<file path="src/core/lcd_scan_defs.svh">
// register offsets, field positions, reset values and timing counts of the scan block
`ifndef LCD_SCAN_DEFS_SVH
`define LCD_SCAN_DEFS_SVH
`define OFS_CTRL 12'h000
`define OFS_LINE_RANGE 12'h004
`define OFS_TOTAL_LINE 12'h008
`define OFS_PITCH 12'h00C
`define OFS_FIELD 12'h010
`define OFS_FRAME_LINES 12'h014
`define OFS_BLOCK1_LINES 12'h018
`define OFS_SAD_FIRST 12'h01C
`define OFS_SAD_SECOND 12'h020
`define OFS_SAD_THIRD 12'h024
`define OFS_CURSOR 12'h028
`define OFS_CURDIR 12'h02C
`define OFS_HSCROLL 12'h030
`define OFS_MEMWR 12'h034
`define OFS_MEMRD 12'h038
`define OFS_STATUS 12'h03C
`define OFS_AREA_BASE 12'h040
`define OFS_AREA_LEN 12'h044
`define CTRL_ENABLE 0
`define CTRL_GRAPHICS 1
`define CTRL_TWO_PANEL 2
`define CTRL_THREE_LAYER 3
`define CTRL_TEXT_ON 4
`define CTRL_BLOCK_SHAPE 5
`define CTRL_MIXED 6
`define CTRL_CURSOR_ON 7
`define CTRL_RST 8'h00
`define LINE_RANGE_RST 8'h27
`define TOTAL_LINE_RST 8'h2F
`define PITCH_RST 16'h0028
`define FIELD_RST 8'h77
`define FRAME_LINES_RST 10'h03F
`define CYCLE_CLKS 4'h9
`endif

</file>
<file path="src/core/lcd_scan_pkg.sv">
// types shared by the scan block
package lcd_scan_pkg;
    typedef enum logic [1:0] {
        DIR_RIGHT = 2'b00,
        DIR_LEFT = 2'b01,
        DIR_UP = 2'b10,
        DIR_DOWN = 2'b11
    } cur_dir_t;
    typedef enum logic [1:0] {
        HOST_IDLE = 2'b00,
        HOST_WR = 2'b01,
        HOST_RD = 2'b10
    } host_op_t;
endpackage : lcd_scan_pkg
</file>
<file path="src/core/lcd_scan_cursor_scroll.sv">
// display scan, cursor and scroll control with an apb register file
//
// Behaviour
// - bitmap origin top left; adjacent byte bits are adjacent pixels left to right.
// - displayed field width and height set by registers, not the bitmap.
// - field width up to 16; wider than 8 fetches two bytes per row.
// - memory read in raster order, left to right, rows top to bottom.
// - graphics mode: next line start is previous start plus address pitch.
// - text mode: same start per bitmap row, next row; after last, add pitch.
// - two-panel: upper and lower lines fetched alternately as one cycle.
// - each read cycle is nine clocks; line range plus one reads per line.
// - end-of-line pause of total length minus line range cycles; drive continues.
// - host memory access is done during the end-of-line pause.
// - one cursor address serves display cursor and host access address.
// - cursor address steps by the chosen direction after every memory access.
// - cursor on first layer with two layers, third layer with three.
// - cursor hidden while its address lies outside its layer area.
// - without a text screen only a bar cursor is shown.
// - mixed first layer with block shape: block over text, bar over graphics.
// - a layer window splits into two blocks with own start addresses.
// - character step scroll via start address, pixel step via shift register.
// - pixel shift applies to the whole layer; text vertical in characters.
//
// Added by the designer: the APB register port and the address map.
`timescale 1ns/1ps
`default_nettype none
`include "lcd_scan_defs.svh"
module lcd_scan_cursor_scroll
    import lcd_scan_pkg::*;
#(
    parameter int AW = 16
) (
    input wire logic pclk,
    input wire logic presetn,
    input wire logic psel,
    input wire logic penable,
    input wire logic pwrite,
    input wire logic [11:0] paddr,
    input wire logic [31:0] pwdata,
    output logic [31:0] prdata,
    output logic pready,
    output logic pslverr,
    output logic [AW-1:0] vram_addr,
    output logic vram_rd,
    output logic vram_wr,
    output logic [7:0] vram_wdata,
    input wire logic [7:0] vram_rdata,
    output logic [7:0] pix_byte,
    output logic pix_valid,
    output logic [3:0] cg_row,
    output logic cg_second_byte,
    output logic panel_lower,
    output logic line_pause,
    output logic [2:0] pix_shift,
    output logic cursor_here,
    output logic cursor_block,
    output logic [1:0] cursor_layer
);
    // ------------------------------------------------------------
    // register file
    // ------------------------------------------------------------
    logic [7:0] ctrl_r, line_range_r, total_line_r, field_r;
    logic [AW-1:0] pitch_r, scroll_start_first_r, sad2_r, sad3_r, cursor_r, area_base_r, area_len_r;
    logic [9:0] frame_lines_r, block1_lines_r;
    logic [1:0] curdir_r;
    logic [2:0] hscroll_r;
    logic [7:0] wdata_r, rdata_r;
    logic host_busy_r;
    host_op_t host_op_r;
    logic [3:0] div_r;
    logic [7:0] cyc_r;
    logic [7:0] col_r;
    logic byte_sel_r;
    logic [3:0] row_r;
    logic [9:0] line_no_r;
    logic [AW-1:0] upper_start_r, lower_start_r;
    logic panel_r;
    logic in_block2_r;
    logic scan_rd_r, host_done_r, host_rd_pend_r;

    logic wr_en, rd_en, mapped, cyc_end, line_end, in_pause, host_go, wide;
    logic [AW-1:0] step;
    assign wr_en = psel && penable && pwrite;
    assign rd_en = psel && penable && !pwrite;
    assign pready = 1'b1;
    assign wide = field_r[3];
    assign cyc_end = ctrl_r[`CTRL_ENABLE] && (div_r == `CYCLE_CLKS - 4'h1);
    assign line_end = cyc_end && (cyc_r == total_line_r);
    assign in_pause = cyc_r > line_range_r;
    assign host_go = host_busy_r && in_pause && ctrl_r[`CTRL_ENABLE] && (div_r == 4'h0);

    always_comb begin
        mapped = 1'b1;
        prdata = 32'h0000_0000;
        case (paddr)
            `OFS_CTRL: prdata = {24'h00_0000, ctrl_r};
            `OFS_LINE_RANGE: prdata = {24'h00_0000, line_range_r};
            `OFS_TOTAL_LINE: prdata = {24'h00_0000, total_line_r};
            `OFS_PITCH: prdata = {16'h0000, pitch_r};
            `OFS_FIELD: prdata = {24'h00_0000, field_r};
            `OFS_FRAME_LINES: prdata = {22'h00_0000, frame_lines_r};
            `OFS_BLOCK1_LINES: prdata = {22'h00_0000, block1_lines_r};
            `OFS_SAD_FIRST: prdata = {16'h0000, scroll_start_first_r};
            `OFS_SAD_SECOND: prdata = {16'h0000, sad2_r};
            `OFS_SAD_THIRD: prdata = {16'h0000, sad3_r};
            `OFS_CURSOR: prdata = {16'h0000, cursor_r};
            `OFS_CURDIR: prdata = {30'h0000_0000, curdir_r};
            `OFS_HSCROLL: prdata = {29'h0000_0000, hscroll_r};
            `OFS_MEMWR: prdata = {24'h00_0000, wdata_r};
            `OFS_MEMRD: prdata = {24'h00_0000, rdata_r};
            `OFS_STATUS: prdata = {line_no_r, 2'b00, row_r, cyc_r, 6'h00, panel_r, host_busy_r || host_rd_pend_r};
            `OFS_AREA_BASE: prdata = {16'h0000, area_base_r};
            `OFS_AREA_LEN: prdata = {16'h0000, area_len_r};
            default: begin
                mapped = 1'b0;
            end
        endcase
    end
    assign pslverr = psel && penable && !mapped;

    always_ff @(posedge pclk or negedge presetn) begin
        if (!presetn) begin
            ctrl_r <= `CTRL_RST;
            line_range_r <= `LINE_RANGE_RST;
            total_line_r <= `TOTAL_LINE_RST;
            pitch_r <= `PITCH_RST;
            field_r <= `FIELD_RST;
            frame_lines_r <= `FRAME_LINES_RST;
            block1_lines_r <= `FRAME_LINES_RST;
            scroll_start_first_r <= '0;
            sad2_r <= '0;
            sad3_r <= '0;
            curdir_r <= DIR_RIGHT;
            hscroll_r <= 3'h0;
            area_base_r <= '0;
            area_len_r <= '1;
        end else if (wr_en) begin
            case (paddr)
                `OFS_CTRL: ctrl_r <= pwdata[7:0];
                `OFS_LINE_RANGE: line_range_r <= pwdata[7:0];
                `OFS_TOTAL_LINE: total_line_r <= pwdata[7:0];
                `OFS_PITCH: pitch_r <= pwdata[AW-1:0];
                `OFS_FIELD: field_r <= pwdata[7:0];
                `OFS_FRAME_LINES: frame_lines_r <= pwdata[9:0];
                `OFS_BLOCK1_LINES: block1_lines_r <= pwdata[9:0];
                `OFS_SAD_FIRST: scroll_start_first_r <= pwdata[AW-1:0];
                `OFS_SAD_SECOND: sad2_r <= pwdata[AW-1:0];
                `OFS_SAD_THIRD: sad3_r <= pwdata[AW-1:0];
                `OFS_CURDIR: curdir_r <= pwdata[1:0];
                `OFS_HSCROLL: hscroll_r <= pwdata[2:0];
                `OFS_AREA_BASE: area_base_r <= pwdata[AW-1:0];
                `OFS_AREA_LEN: area_len_r <= pwdata[AW-1:0];
                default: begin
                end
            endcase
        end
    end

    // ------------------------------------------------------------
    // host access through the cursor address
    // ------------------------------------------------------------
    always_comb begin
        case (curdir_r)
            DIR_RIGHT: step = {{(AW-1){1'b0}}, 1'b1};
            DIR_LEFT: step = '1;
            DIR_UP: step = AW'(~pitch_r + 1'b1);
            default: step = pitch_r;
        endcase
    end

    // a new request while busy is dropped; software polls the busy bit
    always_ff @(posedge pclk or negedge presetn) begin
        if (!presetn) begin
            host_busy_r <= 1'b0;
            host_op_r <= HOST_IDLE;
            wdata_r <= 8'h00;
        end else if (host_go) begin
            host_busy_r <= 1'b0;
            host_op_r <= HOST_IDLE;
        end else if (wr_en && !host_busy_r && (paddr == `OFS_MEMWR || paddr == `OFS_MEMRD)) begin
            host_busy_r <= 1'b1;
            host_op_r <= (paddr == `OFS_MEMWR) ? HOST_WR : HOST_RD;
            if (paddr == `OFS_MEMWR) begin
                wdata_r <= pwdata[7:0];
            end
        end
    end

    always_ff @(posedge pclk or negedge presetn) begin
        if (!presetn) begin
            cursor_r <= '0;
        end else if (host_done_r) begin
            cursor_r <= cursor_r + step;
        end else if (wr_en && paddr == `OFS_CURSOR) begin
            cursor_r <= pwdata[AW-1:0];
        end
    end

    // ------------------------------------------------------------
    // read cycle timing
    // ------------------------------------------------------------
    always_ff @(posedge pclk or negedge presetn) begin
        if (!presetn) begin
            div_r <= 4'h0;
            cyc_r <= 8'h00;
        end else if (!ctrl_r[`CTRL_ENABLE]) begin
            div_r <= 4'h0;
            cyc_r <= 8'h00;
        end else if (cyc_end) begin
            div_r <= 4'h0;
            cyc_r <= line_end ? 8'h00 : cyc_r + 8'h01;
        end else begin
            div_r <= div_r + 4'h1;
        end
    end

    // ------------------------------------------------------------
    // scan addressing
    // ------------------------------------------------------------
    logic frame_end, block_switch, last_row, advance;
    assign frame_end = line_end && (line_no_r == frame_lines_r);
    assign block_switch = line_end && !in_block2_r && (line_no_r + 10'h001 == block1_lines_r);
    assign last_row = ctrl_r[`CTRL_GRAPHICS] || (row_r == field_r[7:4]);
    assign advance = !ctrl_r[`CTRL_TWO_PANEL] || panel_r;

    always_ff @(posedge pclk or negedge presetn) begin
        if (!presetn) begin
            col_r <= 8'h00;
            byte_sel_r <= 1'b0;
        end else if (line_end || !ctrl_r[`CTRL_ENABLE]) begin
            col_r <= 8'h00;
            byte_sel_r <= 1'b0;
        end else if (cyc_end && !in_pause) begin
            byte_sel_r <= wide && !byte_sel_r;
            col_r <= (wide && !byte_sel_r) ? col_r : col_r + 8'h01;
        end
    end

    always_ff @(posedge pclk or negedge presetn) begin
        if (!presetn) begin
            row_r <= 4'h0;
            line_no_r <= 10'h000;
            upper_start_r <= '0;
            lower_start_r <= '0;
            panel_r <= 1'b0;
            in_block2_r <= 1'b0;
        end else if (frame_end || !ctrl_r[`CTRL_ENABLE]) begin
            row_r <= 4'h0;
            line_no_r <= 10'h000;
            upper_start_r <= scroll_start_first_r;
            lower_start_r <= sad3_r;
            panel_r <= 1'b0;
            in_block2_r <= 1'b0;
        end else if (line_end) begin
            panel_r <= ctrl_r[`CTRL_TWO_PANEL] && !panel_r;
            if (advance) begin
                line_no_r <= line_no_r + 10'h001;
                if (block_switch) begin
                    upper_start_r <= sad2_r;
                    in_block2_r <= 1'b1;
                    row_r <= 4'h0;
                end else if (last_row) begin
                    upper_start_r <= upper_start_r + pitch_r;
                    lower_start_r <= lower_start_r + pitch_r;
                    row_r <= 4'h0;
                end else begin
                    row_r <= row_r + 4'h1;
                end
            end
        end
    end

    // ------------------------------------------------------------
    // memory port
    // ------------------------------------------------------------
    logic scan_go;
    logic [AW-1:0] scan_addr;
    assign scan_go = ctrl_r[`CTRL_ENABLE] && !in_pause && (div_r == 4'h0);
    assign scan_addr = (panel_r ? lower_start_r : upper_start_r) + AW'(col_r);

    always_ff @(posedge pclk or negedge presetn) begin
        if (!presetn) begin
            vram_addr <= '0;
            vram_rd <= 1'b0;
            vram_wr <= 1'b0;
            vram_wdata <= 8'h00;
            scan_rd_r <= 1'b0;
        end else begin
            vram_rd <= scan_go || (host_go && host_op_r == HOST_RD);
            vram_wr <= host_go && host_op_r == HOST_WR;
            scan_rd_r <= scan_go;
            if (scan_go) begin
                vram_addr <= scan_addr;
            end else if (host_go) begin
                vram_addr <= cursor_r;
                vram_wdata <= wdata_r;
            end
        end
    end

    // scan data is taken at the cycle's last clock, so memory gets eight clocks
    always_ff @(posedge pclk or negedge presetn) begin
        if (!presetn) begin
            pix_byte <= 8'h00;
            pix_valid <= 1'b0;
            cg_row <= 4'h0;
            cg_second_byte <= 1'b0;
            panel_lower <= 1'b0;
            rdata_r <= 8'h00;
            host_rd_pend_r <= 1'b0;
            host_done_r <= 1'b0;
        end else begin
            host_done_r <= host_go;
            pix_valid <= cyc_end && !in_pause;
            if (host_go) begin
                host_rd_pend_r <= host_op_r == HOST_RD;
            end else if (cyc_end) begin
                host_rd_pend_r <= 1'b0;
            end
            if (cyc_end && !in_pause) begin
                pix_byte <= vram_rdata;
                cg_row <= row_r;
                cg_second_byte <= byte_sel_r;
                panel_lower <= panel_r;
            end
            if (cyc_end && host_rd_pend_r) begin
                rdata_r <= vram_rdata;
            end
        end
    end

    // ------------------------------------------------------------
    // cursor display and pixel shift
    // ------------------------------------------------------------
    logic cur_in_area;
    assign cur_in_area = (cursor_r >= area_base_r) && ((cursor_r - area_base_r) < area_len_r);

    always_ff @(posedge pclk or negedge presetn) begin
        if (!presetn) begin
            cursor_here <= 1'b0;
            cursor_block <= 1'b0;
            cursor_layer <= 2'b00;
            line_pause <= 1'b0;
            pix_shift <= 3'h0;
        end else begin
            line_pause <= ctrl_r[`CTRL_ENABLE] && in_pause;
            pix_shift <= hscroll_r;
            cursor_layer <= ctrl_r[`CTRL_THREE_LAYER] ? 2'b10 : 2'b00;
            cursor_here <= scan_go && ctrl_r[`CTRL_CURSOR_ON] && cur_in_area && scan_addr == cursor_r;
            cursor_block <= ctrl_r[`CTRL_TEXT_ON] && ctrl_r[`CTRL_BLOCK_SHAPE]
                && !(ctrl_r[`CTRL_MIXED] && cursor_r >= sad2_r);
        end
    end
endmodule : lcd_scan_cursor_scroll
`default_nettype wire

</file>
<file path="config.mk">
export PLATFORM = sky130hd
export DESIGN_NAME = lcd_scan_cursor_scroll
export DESIGN_NICKNAME = d
export VERILOG_FILES = /design/src/core/lcd_scan_pkg.sv /design/src/core/lcd_scan_cursor_scroll.sv
export VERILOG_INCLUDE_DIRS = /design/src /design/src/core
export SDC_FILE = /design/constraint.sdc
export NUM_CORES = 1
export LEC_CHECK = 0
export BUFFER_PORTS_ARGS = -buffer_cell sky130_fd_sc_hd__buf_2
export CELL_PAD_IN_SITES_DETAIL_PLACEMENT = 1
export CELL_PAD_IN_SITES_GLOBAL_PLACEMENT = 2
export CORE_MARGIN = 1.5
export CORE_UTILIZATION = 40
export DETAILED_ROUTE_END_ITERATION = 12
export PLACE_DENSITY_LB_ADDON = 0.1
export SYNTH_ARGS = -nofsm -noshare
export SYNTH_HDL_FRONTEND = slang
export SYNTH_SLANG_ARGS = --single-unit
</file>
<file path="constraint.sdc">
create_clock -name pclk -period 5 [get_ports pclk]
set_input_delay 0.25 -clock pclk [delete_from_list [all_inputs] [get_ports pclk]]
set_output_delay 0.25 -clock pclk [all_outputs]
set_load 0.01 [all_outputs]
</file>
==> Word level (Yosys, flattened, before mapping) <==
Index checks and enable logic that the tools add are counted.
{ "totals": {"ff_bits": 308, "latchBits": 0, "ramBits": 0, "rom_bits": 0, "input_bits": 57, "out_inout_bits": 83, "mem_count": 0} }
{ "classes": {"addsub": 11, "n_mul": 0, "div": 0, "order_cmp": 4, "eq_ne": 30, "n_shift": 0, "muxes": 50, "n_bitwise": 3, "reduce_logical": 81} }
{ "ops": {"columns": ["operator", "n"], "rows": [
  ["one-hot mux 32 bit (18 select lines)", 1],
  ["2-to-1 mux 16 bit", 15],
  ["equality test 12 x 6 -> 1 bit (second input constant)", 8],
  ["adder 16 bit", 3],
  ["equality test 12 x 5 -> 1 bit (second input constant)", 4],
  ["2-to-1 mux 8 bit", 6],
  ["one-hot mux 16 bit (3 select lines)", 1],
  ["AND reduction 2 bit", 17],
  ["greater-or-equal comparator 16 bit", 2],
  ["logical AND 1 bit", 30],
  ["2-to-1 mux 10 bit", 3],
  ["2-to-1 mux 4 bit", 7],
  ["equality test 12 x 4 -> 1 bit (second input constant)", 2],
  ["equality test 12 x 7 -> 1 bit (second input constant)", 2],
  ["equality test 10 bit", 2],
  ["nonzero test 2 bit", 9],
  ["OR reduction 18 bit", 1],
  ["adder 16 x 1 -> 16 bit (second input constant)", 1],
  ["adder 16 x 8 -> 16 bit", 1],
  ["adder 8 x 1 -> 8 bit (second input constant)", 2],
  ["equality test 16 bit", 1],
  ["< comparator 16 bit", 1],
  ["inverter 16 bit", 1],
  ["subtractor 16 bit", 1],
  ["other kinds (22)", 58]
]} }

==> Longest topological paths before layout <==
{ "logic_depth": {"depth_word": 9, "depth_mapped": 19, "ltp_nobuf": 19} }

==> Worst setup path before layout <==
Ideal clock, no wire load.
{ "synth_path": {"path_kind": "register to register", "from": "register cursor_r[1]", "to": "register cursor_here", "t_arrival_ns": 3.603, "required_ns": 4.900, "setup_slack_ns": 1.297, "path_stages_with_launch": 19, "n_path_buf": 0, "path_cell_list": "dfrtp_1 -> ha_1 -> nor2b_1 -> o21ai_0 -> a21oi_1 -> o211ai_1 -> nand2_1 -> a21oi_1 -> a21oi_1 -> o311ai_0 -> ha_1 -> nand2_1 -> nand4b_1 -> nor4_1 -> nand4_1 -> nor3_1 -> and4_1 -> o2111ai_1 -> nor4bb_1"} }
{ "synth_between": {"elab_chain_cells": 5, "word_cells_on_any_way": 7, "classes_between": "add/sub: 1; order compare: 2; eq/ne: 1; reduce/logical: 3"} }
{ "synth_rtl": {"columns": ["element", "line_no", "rtl"], "rows": [
  ["start, declared", "lcd_scan_cursor_scroll.sv:63", "logic [AW-1:0] pitch_r, scroll_start_first_r, sad2_r, sad3_r, cursor_r, area_base_r, area_len_r;"],
  ["start signal, assigned", "lcd_scan_cursor_scroll.sv:193", "cursor_r <= cursor_r + step;"],
  ["start signal, assigned", "lcd_scan_cursor_scroll.sv:195", "cursor_r <= pwdata[AW-1:0];"],
  ["subtractor 16 bit", "lcd_scan_cursor_scroll.sv:336", "assign cur_in_area = (cursor_r >= area_base_r) && ((cursor_r - area_base_r) < area_len_r);"],
  ["< comparator 16 bit", "lcd_scan_cursor_scroll.sv:336", null],
  ["logical AND 1 bit", "lcd_scan_cursor_scroll.sv:336", null],
  ["logical AND 1 bit", "lcd_scan_cursor_scroll.sv:349", "cursor_here <= scan_go && ctrl_r[`CTRL_CURSOR_ON] && cur_in_area && scan_addr == cursor_r;"],
  ["logical AND 1 bit *", "lcd_scan_cursor_scroll.sv:349", null],
  ["end signal, assigned", "lcd_scan_cursor_scroll.sv:349", null],
  ["end, declared", "lcd_scan_cursor_scroll.sv:55", "output logic cursor_here,"]
]} }
Every way passes the cells marked *; elsewhere a longest branch is shown, timed or not.
A chain may end at the register's enable or synchronous reset.

==> Final worst setup path <==
{ "layout_path": {"from": "register area_base_r[1]", "to": "register cursor_here"} }
{ "layout_between": {"elab_chain_cells": 5, "word_cells_on_any_way": 6, "classes_between": "add/sub: 1; order compare: 2; reduce/logical: 3"} }
{ "layout_rtl": {"columns": ["element", "line_no", "rtl"], "rows": [
  ["start, declared", "lcd_scan_cursor_scroll.sv:63", null],
  ["start signal, assigned", "lcd_scan_cursor_scroll.sv:151", "`OFS_AREA_BASE: area_base_r <= pwdata[AW-1:0];"],
  ["subtractor 16 bit", "lcd_scan_cursor_scroll.sv:336", null],
  ["< comparator 16 bit", "lcd_scan_cursor_scroll.sv:336", null],
  ["logical AND 1 bit *", "lcd_scan_cursor_scroll.sv:336", null],
  ["logical AND 1 bit * (2 in series)", "lcd_scan_cursor_scroll.sv:349", null]
]} }
Marks and branches as above.

==> results.yml <==
global_routing:
  grt_max_degree: 132
  grt.overflow.total: 0
  grt_usage_pct: 30.93
  antenna_found_initial: 4
  grt_pass1_wl_mm: 116.8
  grt_pass1_vias: 17660
detailed_routing:
  avgRoutedWirePerCell_microns: 27.19
  viasPerCell: 5.978
  wl_mm: 78.61
  drtIter0Drc: 1413
  drt-pass1-iter-count: 5
  vias: 17280
  drc: 0
  ant_nets: 0
place:
  placedCellCount: 2806
  routabilityCongestion: 0.9266
  io_buffer_count: 119
  dp_hpwl_mm: 59.25
  place_ws_ps: 291.6
floorplanning:
  io_pins: 140
  fp.coreArea_sq_um: 49150
  rows: 81
  die_w_microns: 226.5
  die_y_microns: 226.5
  dieArea_sq_um: 51300
  start_util_pct: 40.64
setup_path:
  reg2reg_from: "area_base_r[1]$_DFFE_PN0P_"
  worst-path-max-fanout: 3
  endpoint_kind: "flop"
  r2r_cells: 20
  critPathLaunchType: "flop"
  crit_arrival_ps: 5000
  worstSetupStartpoint: "area_base_r[1]$_DFFE_PN0P_"
  r2r_end: "cursor_here$_DFF_PN0_"
  rrSetupSlack_ps: 450
  required_ps: 5450
  crit_end: "cursor_here$_DFF_PN0_"
  path_class: "reg -> reg"
sta:
  finalCriticalPeriod_ps: 4553
  slew_violations: 0
  setup_slack_ps: 446.6
  fin_crit_sh_pct: 91.07
  fmax_ghz: 0.2196
  worst_pin_slew_ps: 1430
  finalHoldViolations: 0
  setup_tns_ps: 0
  slew_headroom_pct: 4.563
  setup_violations: 0
  fin_skew_ps: 28.84
  grt_setup_unrepaired: "no"
clocking:
  clock_path_buffers: 3
  htreeDepth: 2
  cts_tree: "yes"
  numCtsBuffers: 38
  post_cts_buffers: 0
  path_clk_slew_ps: 60
  clock_sinks: 307
  clock-root-buffer: "clkbuf_16"
  worstSkewPairLatency_ps: 570
final_layout:
  area_delta_synth_final_pct: 14.57
  nets: 2373
  drive_gt1_share_pct: 21.07
  stdcell_count: 2891
  final_core_util_pct: 46.57
logic_synthesis:
  async_flop_share_pct: 100.0
  yosysSeqAreaShare_pct: 38.74
  ys_ff_latch: 307
  ys.flop_type: "dfrtp_1"
  syn-cell-area_sq_um: 19980
  ys.warnings.count: 0
  synth-edff-count: 0
  synth_area_per_cell_sq_um: 9.623
  syn_inst: 2076
  ys_types: 92
power_and_ir_drop:
  pwr-share-comb_pct: 3.6
  switching_share_pct: 23.14
  p_int_w: 0.004437
  vdd_drop_max_uv: 263.0
  power_frac_seq_pct: 43.4
  clkPwrFrac_pct: 53.0
  p_total_w: 0.005773
  power_density_nw_per_um2: 252.2
  leakagePower_nw: 10.93
  p_sw_w: 0.001336
hold_path:
  hold_path.class: "in -> reg"
run_status:
  status: "finished clean"
flow_run:
  cap_viol_max_count: 0
## logic make-up after synthesis
| kind of cell | Yosys count | synth area share (%) |
|---|---|---|
| muxes | 234 | 12.90 |
| other | 2 | 0.03759 |
| AOI/OAI and AO/OA | 507 | 16.32 |
| DFF | 307 | 38.74 |
| adders and majority gates | 120 | 7.703 |
| buffers and inverters | 187 | 3.896 |
| xor gates and xnor gates | 132 | 5.994 |
| and+or+nand+nor | 587 | 14.41 |
## layout make-up
cell class,instances,area [sq um]
Clock buffer,59,1184
Sequential cell,307,7739
Multi-Input combinational cell,1584,11530
Clock inverter,11,182.7
Tap cell,664,830.8
Fill cell,5571,26260
Inverter,88,330.3
Timing Repair Buffer,177,1089
Antenna cell,1,2.502
## metrics by stage
step | hold WS (ps) | instance area, sq um
2_1_floorplan | -45.59 | 19990
3_3_place_gp | 286.7 | 21380
3_5_place_dp | 294.8 | 21380
4_1_cts | 8.274 | 22880
5_1_grt | 58.67 | 22890
6_report | 38.38 | 22890
## synth_stat cells, types with 19 or more instances
master	n	area share, %
dfrtp_1	262	33
nand2_1	202	3.8
mux2_2	155	8.7
o21ai_0	154	3.9
nor2_1	132	2.5
ha_1	115	7.2
a21oi_1	114	2.9
inv_1	88	1.7
xnor2_1	65	2.8
mux2i_1	64	3.2
xor2_1	64	2.8
clkbuf_1	61	1.1
nand3_1	54	1.4
dfstp_2	45	5.9
nor3_1	38	0.95
a21o_1	36	1.4
nand4_1	20	0.63
and2_1	19	0.59
buf_2	19	0.48
nand2b_1	19	0.59
## sequential cells by signal, summed over array words and instances (netlist names), 8 cells and up
name	count
pitch_r	16
lower_start_r	16
line_no_r	10
line_range_r	8
total_line_r	8
cursor_r	16
vram_addr	16
col_r	8
frame_lines_r	10
area_base_r	16
upper_start_r	16
vram_wdata	8
rdata_r	8
ctrl_r	8
cyc_r	8
pix_byte	8
wdata_r	8
sad2_r	16
sad3_r	16
block1_lines_r	10
area_len_r	16
scroll_start_first_r	16
field_r	8
## worst max-delay path: stages (launching register included)
cell and delay, ps:
dfrtp_1 390, inv_1 80, ha_1 290, nor2b_1 140, o21ai_0 260, a21oi_1 160, o211ai_1 250, nand2_1 140
a21oi_1 250, a21oi_1 140, o311ai_1 340, ha_1 320, nand2_1 80, nand4b_1 100, nor4_1 320, buf_4 200
nand4_1 90, nor3_1 170, and4_1 230, o2111ai_1 140, nor4bb_1 330
## worst min path at each step
stage / start / to / slack (ps) / cells past startpoint
floorplan: presetn / area_base_r[0]$_DFFE_PN0P_ / -50 / 0
global route: pwdata[10] / area_len_r[10]$_DFFE_PN1P_ / 60 / 3
detailed placement: presetn / lower_start_r[11]$_DFFE_PN0P_ / 290 / 1
CTS: pwdata[10] / area_len_r[10]$_DFFE_PN1P_ / 8 / 3
finish: pwdata[10] / area_len_r[10]$_DFFE_PN1P_ / 40 / 3
global placement: presetn / lower_start_r[13]$_DFFE_PN0P_ / 290 / 1
## timing repair
item / CTS / global route
hold buffers: 14 / 0
gates resized for setup: 0 / 2
setup endpoints to repair: 0 / 1
hold endpoints to repair: 90 / 0
## power groups by stage
stage | registers, W | clock network [W] | logic, W
floorplan | 0.00255 | 0 | 0.0000692
global placement | 0.00255 | 0 | 0.000199
detailed placement | 0.00255 | 0 | 0.000202
CTS | 0.00250 | 0.00312 | 0.000211
global route | 0.00251 | 0.00319 | 0.000227
finish | 0.00251 | 0.00306 | 0.000210
## layer usage
metal  GRT usage (%)  wire length [microns]
met5               0                      0
met4           9.699                   2158
met3           4.276                   4748
met2           46.92                  34670
met1           45.35                  37030
## placed cells by master (no fill, tap or decap), types with 41 or more instances in the layout
master     count
o21ai_0      152
a21oi_1      112
buf_4         43
mux2_2       155
xnor2_1       65
buf_2        118
clkbuf_16     41
nand3_1       54
mux2i_1       64
xor2_1        64
nand2_1      202
nor2_1       131
dfrtp_1      262
inv_1         88
dfstp_2       45
ha_1         115
(Power assumes the default switching activity.)
